$ cat config.mk
export PLATFORM = sky130hd
export DESIGN_NAME = wwdt_top
export DESIGN_NICKNAME = d
export VERILOG_FILES = /design/src/hw/wwdt_pkg.sv /design/src/hw/wwdt_top.sv
export VERILOG_INCLUDE_DIRS = /design/src /design/src/hw
export SDC_FILE = /design/constraint.sdc
export NUM_CORES = 1
export LEC_CHECK = 0
export BUFFER_PORTS_ARGS = -buffer_cell sky130_fd_sc_hd__buf_2
export CAP_MARGIN = 10
export CELL_PAD_IN_SITES_DETAIL_PLACEMENT = 0
export CELL_PAD_IN_SITES_GLOBAL_PLACEMENT = 1
export CORE_ASPECT_RATIO = 1.75
export CORE_MARGIN = 2
export CORE_UTILIZATION = 30
export CTS_CLUSTER_SIZE = 30
export DETAILED_ROUTE_END_ITERATION = 7
export GPL_ROUTABILITY_DRIVEN = 1
export PLACE_DENSITY_LB_ADDON = 0.1
export SKIP_CTS_REPAIR_TIMING = 1
export SLEW_MARGIN = 10
export SYNTH_ARGS = -nofsm -noshare
export SYNTH_HDL_FRONTEND = slang
export SYNTH_SLANG_ARGS = --single-unit
$ cat constraint.sdc
create_clock -name clk_i -period 4.79 [get_ports clk_i]
set_clock_uncertainty 0.15 [all_clocks]
set_input_delay 0 -clock clk_i [delete_from_list [all_inputs] [get_ports clk_i]]
set_output_delay 0 -clock clk_i [all_outputs]
set_load 0.1 [all_outputs]
$ cat src/hw/wwdt_params.svh
// wwdt_params.svh: offsets, field positions, reset values and counts of the
// window watchdog; assumes inclusion by bare name from hw/.
`ifndef WWDT_PARAMS_SVH
`define WWDT_PARAMS_SVH

// ============================================================================
// register byte addresses
`define WWDT_OFS_RESTART_KEY   8'h00
`define WWDT_OFS_RESET_CAUSE   8'h04
`define WWDT_OFS_CONTROL       8'h08
`define WWDT_OFS_COUNTER       8'h0C
`define WWDT_OFS_CONFIG_BYTE   8'hC0

// ============================================================================
// configuration byte fields
`define WWDT_CFG_IRQ_EN_BIT    7
`define WWDT_CFG_WIN_HI_BIT    6
`define WWDT_CFG_WIN_LO_BIT    5
`define WWDT_CFG_ENABLE_BIT    4
`define WWDT_CFG_OVF_HI_BIT    3
`define WWDT_CFG_OVF_LO_BIT    1
`define WWDT_CFG_STBY_RUN_BIT  0

// ============================================================================
// other fields and values
`define WWDT_RESET_FLAG_BIT    4
`define WWDT_CLOCK_KEEP_BIT    0
`define WWDT_RESTART_KEY       8'hAC
`define WWDT_KEY_LANE          4'h1
`define WWDT_CNT_W             16
`define WWDT_CNT_RESET         16'h0000
`define WWDT_CFG_RESET         8'h00
`define WWDT_DATA_RESET        32'h0000_0000

`endif

$ cat src/hw/wwdt_pkg.sv
// wwdt_pkg.sv: types of the window watchdog.
// assumes wwdt_params.svh is on the include path.
`include "wwdt_params.svh"

package wwdt_pkg;

    // ========================================================================
    // window open period codes
    typedef enum logic [1:0] {
        WWDT_WIN_BAD  = 2'b00,
        WWDT_WIN_50   = 2'b01,
        WWDT_WIN_75   = 2'b10,
        WWDT_WIN_100  = 2'b11
    } wwdt_win_t;

    // ========================================================================
    // whole state of the watchdog
    typedef struct packed {
        logic [7:0]              cfg;
        logic                    cfg_loaded;
        logic                    first_restart;
        logic [`WWDT_CNT_W-1:0]  cnt;
        logic                    clock_keep;
        logic                    reset_flag;
        logic                    ack;
        logic [31:0]             dat;
        logic                    irq;
        logic                    wdt_reset;
        logic                    osc_run;
    } wwdt_state_t;

endpackage : wwdt_pkg

$ cat src/hw/wwdt_top.sv
// wwdt_top.sv: window watchdog with classic wishbone register slave.
// assumes lsclk_tick_i is a one-cycle pulse per low-speed clock period,
// synchronous to clk_i, and cfg bytes are the two flash copies.
//
// Register access over Wishbone was left to the implementer.
`timescale 1ns/1ps
`default_nettype none

`include "wwdt_params.svh"

module wwdt_top (
    // clock and reset
    input  wire logic        clk_i,
    input  wire logic        rst_i,
    // wishbone slave
    input  wire logic        wb_cyc_i,
    input  wire logic        wb_stb_i,
    input  wire logic        wb_we_i,
    input  wire logic [7:0]  wb_adr_i,
    input  wire logic [3:0]  wb_sel_i,
    input  wire logic [31:0] wb_dat_i,
    output logic      [31:0] wb_dat_o,
    output logic             wb_ack_o,
    // configuration copies in flash
    input  wire logic [7:0]  cfg_primary_i,
    input  wire logic [7:0]  cfg_alternate_i,
    input  wire logic        boot_swap_i,
    // low-speed clock and standby
    input  wire logic        lsclk_tick_i,
    input  wire logic        standby_i,
    // watchdog outputs
    output logic             interval_irq_o,
    output logic             wdt_reset_o,
    output logic             lsosc_run_o
);
    import wwdt_pkg::*;

    // ========================================================================
    // decode helpers
    function automatic logic [4:0] ovf_exp(input logic [2:0] sel);
        unique case (sel)
            3'b000: ovf_exp = 5'd6;
            3'b001: ovf_exp = 5'd7;
            3'b010: ovf_exp = 5'd8;
            3'b011: ovf_exp = 5'd9;
            3'b100: ovf_exp = 5'd11;
            3'b101: ovf_exp = 5'd13;
            3'b110: ovf_exp = 5'd14;
            3'b111: ovf_exp = 5'd16;
        endcase
    endfunction : ovf_exp

    // first count of the open window, in low-speed clock ticks of the counter
    function automatic logic [16:0] win_start(input logic [1:0] sel,
                                              input logic [16:0] len);
        unique case (wwdt_win_t'(sel))
            WWDT_WIN_50:  win_start = len >> 1;
            WWDT_WIN_75:  win_start = len >> 2;
            WWDT_WIN_100: win_start = 17'h0_0000;
            default:      win_start = 17'h0_0000;
        endcase
    endfunction : win_start

    // ========================================================================
    // state
    wwdt_state_t st_reg;
    wwdt_state_t st_next;

    logic              irq_en;
    logic [1:0]        win_sel;
    logic              cnt_en;
    logic [2:0]        ovf_sel;
    logic              stby_run;
    logic [16:0]       ovf_len;
    logic [16:0]       cnt_ext;
    logic [16:0]       open_at;
    logic              stopped;
    logic              req;
    logic              wr;
    logic              bad_key;
    logic              closed;
    logic              fault;

    assign irq_en   = st_reg.cfg[`WWDT_CFG_IRQ_EN_BIT];
    assign win_sel  = st_reg.cfg[`WWDT_CFG_WIN_HI_BIT:`WWDT_CFG_WIN_LO_BIT];
    assign cnt_en   = st_reg.cfg[`WWDT_CFG_ENABLE_BIT] & st_reg.cfg_loaded;
    assign ovf_sel  = st_reg.cfg[`WWDT_CFG_OVF_HI_BIT:`WWDT_CFG_OVF_LO_BIT];
    assign stby_run = st_reg.cfg[`WWDT_CFG_STBY_RUN_BIT];
    assign ovf_len  = 17'h0_0001 << ovf_exp(ovf_sel);
    assign cnt_ext  = {1'b0, st_reg.cnt};
    assign open_at  = stby_run ? win_start(win_sel, ovf_len) : 17'h0_0000;
    assign stopped  = standby_i & ~stby_run & ~st_reg.clock_keep;
    assign req      = wb_cyc_i & wb_stb_i & ~st_reg.ack;
    assign wr       = req & wb_we_i;
    assign bad_key  = (wb_dat_i[7:0] != `WWDT_RESTART_KEY)
                      | (wb_sel_i != `WWDT_KEY_LANE);
    assign closed   = ~st_reg.first_restart & (cnt_ext < open_at);

    // ========================================================================
    // next state
    always_comb begin
        st_next           = st_reg;
        st_next.ack       = req;
        st_next.irq       = 1'b0;
        st_next.wdt_reset = 1'b0;
        fault             = 1'b0;

        // configuration capture at release, flash copy chosen by boot swap
        if (!st_reg.cfg_loaded) begin
            st_next.cfg        = boot_swap_i ? cfg_alternate_i : cfg_primary_i;
            st_next.cfg_loaded = 1'b1;
        end

        // counting; flash programming has no input here so it never stalls
        if (cnt_en) begin
            if (stopped) begin
                st_next.cnt = `WWDT_CNT_RESET;
            end else if (lsclk_tick_i) begin
                if (cnt_ext == ovf_len - 17'h0_0001) begin
                    fault = 1'b1;
                end else begin
                    st_next.cnt = st_reg.cnt + `WWDT_CNT_W'(1);
                    if (irq_en && (cnt_ext + 17'h0_0001
                                   == ovf_len - (ovf_len >> 2))) begin
                        st_next.irq = 1'b1;
                    end
                end
            end
        end

        // register reads
        st_next.dat = `WWDT_DATA_RESET;
        if (req && !wb_we_i) begin
            unique case (wb_adr_i)
                `WWDT_OFS_RESET_CAUSE:
                    st_next.dat[`WWDT_RESET_FLAG_BIT] = st_reg.reset_flag;
                `WWDT_OFS_CONTROL:
                    st_next.dat[`WWDT_CLOCK_KEEP_BIT] = st_reg.clock_keep;
                `WWDT_OFS_COUNTER:
                    st_next.dat[`WWDT_CNT_W-1:0] = st_reg.cnt;
                `WWDT_OFS_CONFIG_BYTE:
                    st_next.dat[7:0] = st_reg.cfg;
                default:
                    st_next.dat = `WWDT_DATA_RESET;
            endcase
        end

        // register writes; the config byte has no write path
        if (wr) begin
            unique case (wb_adr_i)
                `WWDT_OFS_RESTART_KEY: begin
                    if (cnt_en) begin
                        if (bad_key || closed) begin
                            fault = 1'b1;
                        end else begin
                            st_next.cnt           = `WWDT_CNT_RESET;
                            st_next.first_restart = 1'b0;
                        end
                    end
                end
                `WWDT_OFS_RESET_CAUSE:
                    st_next.reset_flag = 1'b0;
                `WWDT_OFS_CONTROL:
                    st_next.clock_keep = wb_dat_i[`WWDT_CLOCK_KEEP_BIT];
                default: begin
                end
            endcase
        end

        // watchdog reset: set wins over a clear in the same cycle
        if (fault) begin
            st_next.cnt           = `WWDT_CNT_RESET;
            st_next.reset_flag    = 1'b1;
            st_next.first_restart = 1'b1;
            st_next.wdt_reset     = 1'b1;
            st_next.irq           = 1'b0;
        end

        st_next.osc_run = (st_reg.cfg[`WWDT_CFG_ENABLE_BIT] & st_reg.cfg_loaded
                           & ~stopped) | st_next.clock_keep;
    end

    // ========================================================================
    // state register
    always_ff @(posedge clk_i) begin
        if (rst_i) begin
            st_reg.cfg           <= `WWDT_CFG_RESET;
            st_reg.cfg_loaded    <= 1'b0;
            st_reg.first_restart <= 1'b1;
            st_reg.cnt           <= `WWDT_CNT_RESET;
            st_reg.clock_keep    <= 1'b0;
            st_reg.reset_flag    <= 1'b0;
            st_reg.ack           <= 1'b0;
            st_reg.dat           <= `WWDT_DATA_RESET;
            st_reg.irq           <= 1'b0;
            st_reg.wdt_reset     <= 1'b0;
            st_reg.osc_run       <= 1'b0;
        end else begin
            st_reg <= st_next;
        end
    end

    // ========================================================================
    // outputs
    assign wb_dat_o       = st_reg.dat;
    assign wb_ack_o       = st_reg.ack;
    assign interval_irq_o = st_reg.irq;
    assign wdt_reset_o    = st_reg.wdt_reset;
    assign lsosc_run_o    = st_reg.osc_run;

endmodule : wwdt_top

`default_nettype wire

# Yosys cells after proc, flatten, opt, wreduce, memory -nomap -nowiden
# Memory sizes are Yosys's and may differ from the RTL's. A register that Yosys moved wholly into a read port is not among the register bits.
# Cells that the tools add are included.
# W data, S select, Z words.
[word_totals]
regBits = 64
word_cells = 93
out_inout_bits = 36
romBits = 40
in_bits = 68
n_memories = 1
[op_classes]
addsub = 4
n_bitwise = 20
magnitude_cmp = 1
n_reduce_logical = 13
n_mux = 30
shifts = 1
n_eq_ne = 10
[memory_table]
columns = ["name", "depth", "word_bits", "read_ports", "rd_ports_with_merged_regs", "write_ports", "line_no", "rtl"]
rows = [
  ["(no name shown)", 8, 5, 1, 1, 0, "wwdt_top.sv:41", "unique case (sel)"],
]
[ops]
columns = ["cell", "count"]
rows = [
  ["$mux W16", 8],
  ["$pmux W16 S2", 1],
  ["$mux W18", 1],
  ["$add A16 B1 Y17 const B", 1],
  ["$eq A16 B17 Y1", 1],
  ["$eq A17 B17 Y1", 1],
  ["$shl A1 B5 Y17 const A", 1],
  ["$sub A17 B1 Y17 const B", 1],
  ["$sub A17 B15 Y17", 1],
  ["$add A16 B1 Y16 const B", 1],
  ["$eq A8 B4 Y1 const B", 2],
  ["$lt A16 B16 Y1", 1],
  ["$mux W1", 13],
  ["$pmux W3 S2", 2],
  ["$not A1 Y1", 10],
  ["$and A1 B1 Y1", 8],
  ["$eq A8 B3 Y1 const B", 1],
  ["$eq A8 B8 Y1 const B", 1],
  ["$logic_not A8 Y1", 1],
  ["$mux W8", 1],
  ["$ne A8 B8 Y1 const B", 1],
  ["$mux W3", 2],
  ["$pmux W1 S3", 2],
  ["$reduce_or A6 Y1", 1],
  ["other kinds (12)", 16],
]

# Longest topological paths before layout
# Gate-level depths: netlist (run 1).
[depth]
depth_word = 13
depth_mapped = 15
depth_no_buf = 14

# Least setup slack after synthesis (run 1)
# No wires, ideal clock.
[synth_timing]
kind = "reg2reg"
from = "register (tool-made name)"
to = "register st_reg (netlist bit interval_irq_o)"
setup_ns = 0.088
stages_incl_launch_ff = 16
path_buffers = 2
required_ns = 4.552
t_arrival_ns = 3.638
setup_slack_ns = 0.914
synth_period_minus_slack_ns = 3.876
path_cell_list = "dfxtp_1 -> buf_6 -> or2_1 -> clkbuf_2 -> nor3_1 -> ha_1 -> inv_1 -> fa_1 -> a21o_1 -> a221oi_2 -> o21ai_0 -> xnor2_1 -> o311ai_0 -> or4_1 -> or4_1 -> nor4_2"
[synth_rtl]
columns = ["item", "line_no", "rtl"]
rows = [
  ["to (signal assigned)", "wwdt_top.sv:199", "st_reg <= st_next;"],
  ["to (decl)", "wwdt_top.sv:66", "wwdt_state_t st_reg;"],
]

==> results of run 1 <==
[where the power goes]
| part | switching [mW] | total [mW] | leakage (nW) | internal [mW] |
|---|---|---|---|---|
| clock | 0.178 | 0.374 | 0.0712 | 0.196 |
| combinational | 0.299 | 0.488 | 1.87 | 0.189 |
| sequential | 0.0156 | 0.465 | 0.430 | 0.450 |
[final timing paths]
| path | start | endpoint |
|---|---|---|
| worst max register to register | flop | interval_irq_o$_SDFF_PP0_ |
| worst min register to register | st_reg[54]$_SDFFE_PP1P_ | st_reg[54]$_SDFFE_PP1P_ |
| worst min-delay path | cfg_primary_i[2] | ovf_sel[1]$_SDFFE_PP0N_ |
| worst max-delay path | flop | interval_irq_o$_SDFF_PP0_ |
[critical path: cells and delay by family, from the launching register on]
| family | cells | cell delay (ns) |
|---|---|---|
| flops | 1 | 0.45 |
| buf+inv | 1 | 0.06 |
| fa+ha+maj | 2 | 0.63 |
| compound gates | 5 | 1.34 |
| xor+xnor | 1 | 0.16 |
| simple gates | 4 | 1.34 |
[placed cells by master (no fill, tap or decap), types with 3 or more instances in the layout]
cell,Yosys,final
a211oi_1,5,5
a21boi_0,4,4
a21o_1,6,6
a21oi_1,43,43
a221oi_1,3,3
a22o_1,20,20
a31oi_1,7,7
and2_1,13,13
and3_1,8,8
and4_1,5,5
buf_2,17,63
buf_4,35,28
clkbuf_16,0,5
conb_1,1,16
dfxtp_1,53,53
dlygate4sd3_1,0,14
ha_1,34,34
inv_1,32,32
mux2i_1,9,9
nand2_1,59,59
nand3_1,17,17
nand3b_1,3,3
nand4_1,6,6
nor2_1,45,45
nor2b_1,9,9
nor3_1,31,30
nor3_2,2,3
nor3b_1,8,8
nor4_1,5,5
o2111ai_1,5,5
o211ai_1,5,5
o21a_1,21,21
o21ai_0,20,20
o311ai_0,3,3
o31ai_1,4,4
or3_1,8,8
or4_1,4,4
xnor2_1,30,30
xor2_1,10,10
[cell usage after synthesis, types with 3 or more instances]
master,count
nand2_1,59
dfxtp_1,53
nor2_1,45
a21oi_1,43
buf_4,35
ha_1,34
inv_1,32
nor3_1,31
xnor2_1,30
o21a_1,21
a22o_1,20
o21ai_0,20
buf_2,17
nand3_1,17
clkbuf_1,14
and2_1,13
xor2_1,10
mux2i_1,9
nor2b_1,9
and3_1,8
nor3b_1,8
or3_1,8
a31oi_1,7
a21o_1,6
nand4_1,6
a211oi_1,5
and4_1,5
nor4_1,5
o2111ai_1,5
o211ai_1,5
a21boi_0,4
o31ai_1,4
or4_1,4
a221oi_1,3
nand3b_1,3
o311ai_0,3
[layout make-up]
type | count | area [um2] | share of cell area, %
timing repair buffer | 105 | 666 | 11.5
multi-input combinational | 514 | 3510 | 60.7
inverter | 32 | 120 | 2.08
clock inverter | 2 | 13.8 | 0.238
clock buffer | 6 | 129 | 2.23
sequential | 53 | 1060 | 18.4
tap | 224 | 280 | 4.85
[routing by layer]
layer  vias up  GRT usage [%]  part of all wire, %
li1       2438              -                    -
met1      2332           22.0                   36
met2       141           39.6                   55
met3        38           1.91                  3.4
met4         0           10.7                  5.3
met5         -              0                    0
[cell families after synthesis]
kind of cell    Yosys count
compound gates          165
xor+xnor                 40
fa+ha+maj                35
buf+inv                 102
flops                    53
mux                       9
other cells               1
simple gates            249
[stage by stage]
stage	hold WS [ns]	instance area [um2]	setup slack (ns)	utilization, %
2_1_floorplan	-0.0715	5110	0.914	-
3_3_place_gp	0.133	5490	0.664	33.4
3_5_place_dp	0.141	5490	0.570	33.4
4_1_cts	-0.185	5640	0.564	34.3
5_1_grt	0.00859	5780	0.234	35.1
6_report	-0.0562	5780	0.598	35.1
==> results.yml, run 1 <==
final_layout:
  drive_gt1_share_pct: 17.1
  nets: 814
  finalNonFillerCells: 936
  fillers: 1816
  area_delta_synth_final_pct: 14.2
  antenna_cells: 0
clock_network:
  clock_path_buffers: 2
  cts_tree: "done"
  clkSinkCount: 53
  cts-htree-levels: 2
  path_clk_slew_ns: 0.08
  cts_buffers: 5
  clockRootBuffer: "clkbuf_16"
  clock_latency_ns: 0.30
floorplan:
  die_w_um: 102
  core_area_um2: 16400
  die-area_um2: 18000
  io_pins: 104
  row_count: 62
  initial_core_util_pct: 30.8
  die_h_um: 176
synthesis:
  synth_edf_count: 0
  avgSynthCellArea_um2: 7.73
  ys_seq_area_share_pct: 21.0
  yosys.area.top_type: "dfxtp_1"
  synth_mux_area_share_pct: 1.78
  synthTopCellsByArea: "dfxtp_1 (21%), ha_1 (8.4%), buf_4 (5.2%)"
  synth_area_um2: 5060
  syn_inst: 654
  ys_ff_latch: 53
  yosysUniqueCellTypes: 78
  synth_top_area_share_pct: 21.0
  ys_warn_count: 0
  yosys.area_share.simple_pct: 27.9
  ys.flop_type: "dfxtp_1"
  synth_compound_area_share_pct: 22.6
  synth_fa_ha_area_share_pct: 8.81
  synth_xor_area_share_pct: 6.93
  synth_top_family_by_area: "simple AND/OR/NAND/NOR gates"
  synthArstFlopShare_pct: 0
pwr:
  vdd_ir_drop_max_mv: 0.130
  power_density_nw_per_um2: 230
  power_leakage_nw: 2.38
  p_total_mw: 1.33
global_routing:
  grt_max_degree: 18
  antenna_found_initial: 0
  overflow: 0
  grt_pass1_wl_um: 28100
  grt_pass1_vias: 4952
  track_usage_pct: 20.9
sta:
  drv_slew: 0
  min_period_ns: 4.19
  setup_viol: 0
  max_slew_margin_pct: 42.5
  rsz0062_at_grt: "no"
  period_share_pct: 87.5
  max_freq_ghz: 0.239
  finalHoldViolCount: 5
  setup_tns_ns: 0
  hold_ws_ns: -0.0562
  worstMarginPinSlew_ns: 0.857
drt:
  wl_per_cell_um: 19.5
  ant_nets: 0
  drc: 0
  drtIter0Drc: 161
  totalWireLength_um: 18300
  dr.pass1.iters: 4
  via_count: 4949
  viasPerCell: 5.29
flow_run:
  maxCapViolCount: 0
place:
  port_buffers: 63
  dp.cells: 914
  dp_hpwl_um: 14800
  gp_congestion: 0.828
run_status:
  violations: "negative hold slack"
  status: "finished with violations"
min_path:
  hold_class: "input port to flop"
  hold_path_depth: 5
setup_path:
  critical_path_class: "flop to flop"
  crit_path_max_fanout: 14
  crit_arrival_ns: 4.26
  cp.required_ns: 4.86
  reg2reg_setup_slack_ns: 0.60
  cp_slowest_stage_delay_ns: 0.57
  start_kind: "flop"
  r2r_cells: 13
  endpoint_kind: "flop"
  worstPathCellList: "or2_1 -> nor3_1 -> ha_1 -> inv_1 -> fa_1 -> a21o_1 -> a221oi_2 -> a21oi_1 -> a221oi_1 -> xnor2_1 -> o311ai_0 -> or4_1 -> nor4_2"
  crit_slowest_cell: "or4_1"
Power figures use the tool's default switching activity.
==> inputs of run 2 (changes only) <==
==> constraint.sdc (replaced) <==
create_clock -name clk_i -period 4.9 [get_ports clk_i]
set_clock_uncertainty 0.15 [all_clocks]
set_input_delay 0 -clock clk_i [delete_from_list [all_inputs] [get_ports clk_i]]
set_output_delay 0 -clock clk_i [all_outputs]
set_load 0.1 [all_outputs]
==> run 2 against run 1 <==
  * The run still ends with negative hold slack left
  * Combinational power down 2%
  * Final cell count down 0.85%
  * Sequential power down 2%
  * Via count up 0.10%
  * Critical path depth unchanged
  * Core utilization down 0.37 points
  * Critical endpoint unchanged
  * Highest routed layer unchanged
==> results.yml, run 2 (synthesis results as in run 1) <==
run_status:
  status: "finished with violations"
  violations: "negative hold slack"
place:
  dpl-instance-area_um2: 5430
  port_buffers: 63
  gp_congestion: 0.860
  dp_hpwl_um: 14500
sta:
  min_period_ns: 4.41
  finalHoldViolCount: 8
  max_slew_margin_pct: 44.0
  hold_ws_ns: -0.0525
  worstMarginPinSlew_ns: 0.835
  setup_viol: 0
  period_share_pct: 90.0
  rsz0062_at_grt: "no"
  max_freq_ghz: 0.227
  setup_tns_ns: 0
  drv_slew: 0
global_routing:
  grt_pass1_wl_um: 27300
  globalRouteMet1Util_pct: 21.3
  overflow: 0
  met2_usage_pct: 39.1
  antenna_found_initial: 0
  grtUsageMet3_pct: 1.87
  track_usage_pct: 20.3
  grt_busiest_layer: "met2"
  grt_max_degree: 21
  grt_pass1_vias: 4920
clock_network:
  clkSinkCount: 53
  cts_buffers: 5
  clockRootBuffer: "clkbuf_16"
  clock_latency_ns: 0.30
  path_clk_slew_ns: 0.07
  cts_tree: "done"
  cts-htree-levels: 2
  clock_path_buffers: 2
final_layout:
  area_delta_synth_final_pct: 13.0
  fillers: 1863
  antenna_cells: 0
  drive_gt1_share_pct: 16.2
  final_common_cell: "buf_2"
  final_area_um2: 5720
  nets: 806
  final_cell_mix: "buf_2 (63), nand2_1 (59), dfxtp_1 (53)"
floorplan:
  io_pins: 104
  die_h_um: 176
  die-area_um2: 18000
  initial_core_util_pct: 30.8
  core_area_um2: 16400
  die_w_um: 102
  row_count: 62
setup_path:
  crit_path_max_fanout: 20
  start_kind: "flop"
  cp_top_family: "simple AND/OR/NAND/NOR gates"
  critical_path_class: "flop to flop"
  critPathMostFrequentCell: "or4_1"
  endpoint_kind: "flop"
  crit_arrival_ns: 4.47
  cp.required_ns: 4.97
  worstPathCellList: "nor3_1 -> nand2_1 -> ha_1 -> inv_1 -> fa_1 -> a21o_1 -> a221oi_2 -> o21ai_0 -> xnor2_1 -> o311ai_0 -> or4_1 -> or4_1 -> nor4_2"
  cp_slowest_stage_delay_ns: 0.76
  crit_buf_inv: 1
  crit_slowest_cell: "dfxtp_1"
pwr:
  power_density_nw_per_um2: 226
  vdd_ir_drop_max_mv: 0.118
  power_leakage_nw: 2.33
drt:
  ant_nets: 0
  drtIter0Drc: 232
  viasPerCell: 5.34
  wl_per_cell_um: 19.4
  dr.pass1.iters: 4
  drc: 0
  via_count: 4954
  totalWireLength_um: 18000
min_path:
  hp-start: "cfg_primary_i[4]"
  hold_class: "input port to flop"
flow_run:
  maxCapViolCount: 0
run 2: cell count changes in the layout (fill, tap and decap cells not counted), sizes merged:
cell / delta
buf: -8
run 2: per-stage QoR:
stage | instances | utilization (%) | hold slack, ns | power, mW | setup slack, ns
2_1_floorplan | 669 | - | -0.0715 | 0.821 | 1.02
3_3_place_gp | 906 | 33.0 | 0.136 | 0.929 | 0.656
3_5_place_dp | 906 | 33.0 | 0.138 | 0.930 | 0.644
4_1_cts | 914 | 33.9 | -0.188 | 1.30 | 0.621
5_1_grt | 928 | 34.8 | -0.00476 | 1.36 | 0.351
6_report | 928 | 34.8 | -0.0525 | 1.29 | 0.492
run 2: worst paths after layout:
check,to,cells past startpoint,slack [ns]
max,interval_irq_o$_SDFF_PP0_,13,0.49
min,st_reg[60]$_SDFFE_PP0N_,4,-0.05
max reg2reg,interval_irq_o$_SDFF_PP0_,13,0.49
min reg2reg,st_reg[54]$_SDFFE_PP1P_,2,0.31
run 2: final cells by class:
type / instances / area (um2) / area share, %
clock buffers: 6 / 129 / 2.25
clock inverters: 2 / 13.8 / 0.241
inverters: 32 / 120 / 2.10
multi-input cells: 514 / 3510 / 61.3
flip-flops and latches: 53 / 1060 / 18.6
well taps: 224 / 280 / 4.90
repair buffers: 97 / 606 / 10.6
run 2: worst reg2reg max path, delay by kind of cell (launching register included):
family	cells	cell delay, ns
xor gates and xnor gates	1	0.25
AOI/OAI and AO/OA	4	1.04
and+or+nand+nor	5	1.50
adders and majority gates	2	0.59
buffers and inverters	1	0.05
DFF	1	0.76
run 2: where the power goes:
part / internal (mW) / switching, mW / total, mW
combinational: 0.183 / 0.293 / 0.476
sequential: 0.439 / 0.0171 / 0.457
clock: 0.191 / 0.171 / 0.362
total: 0.813 / 0.481 / 1.29
run 2: layer usage:
| metal | routed length [um] | vias up |
|---|---|---|
| met1 | 6690 | 2371 |
| met3 | 486 | 42 |
| met4 | 990 | 0 |
| li1 | - | 2417 |
| met5 | 0 | - |
| met2 | 9830 | 124 |
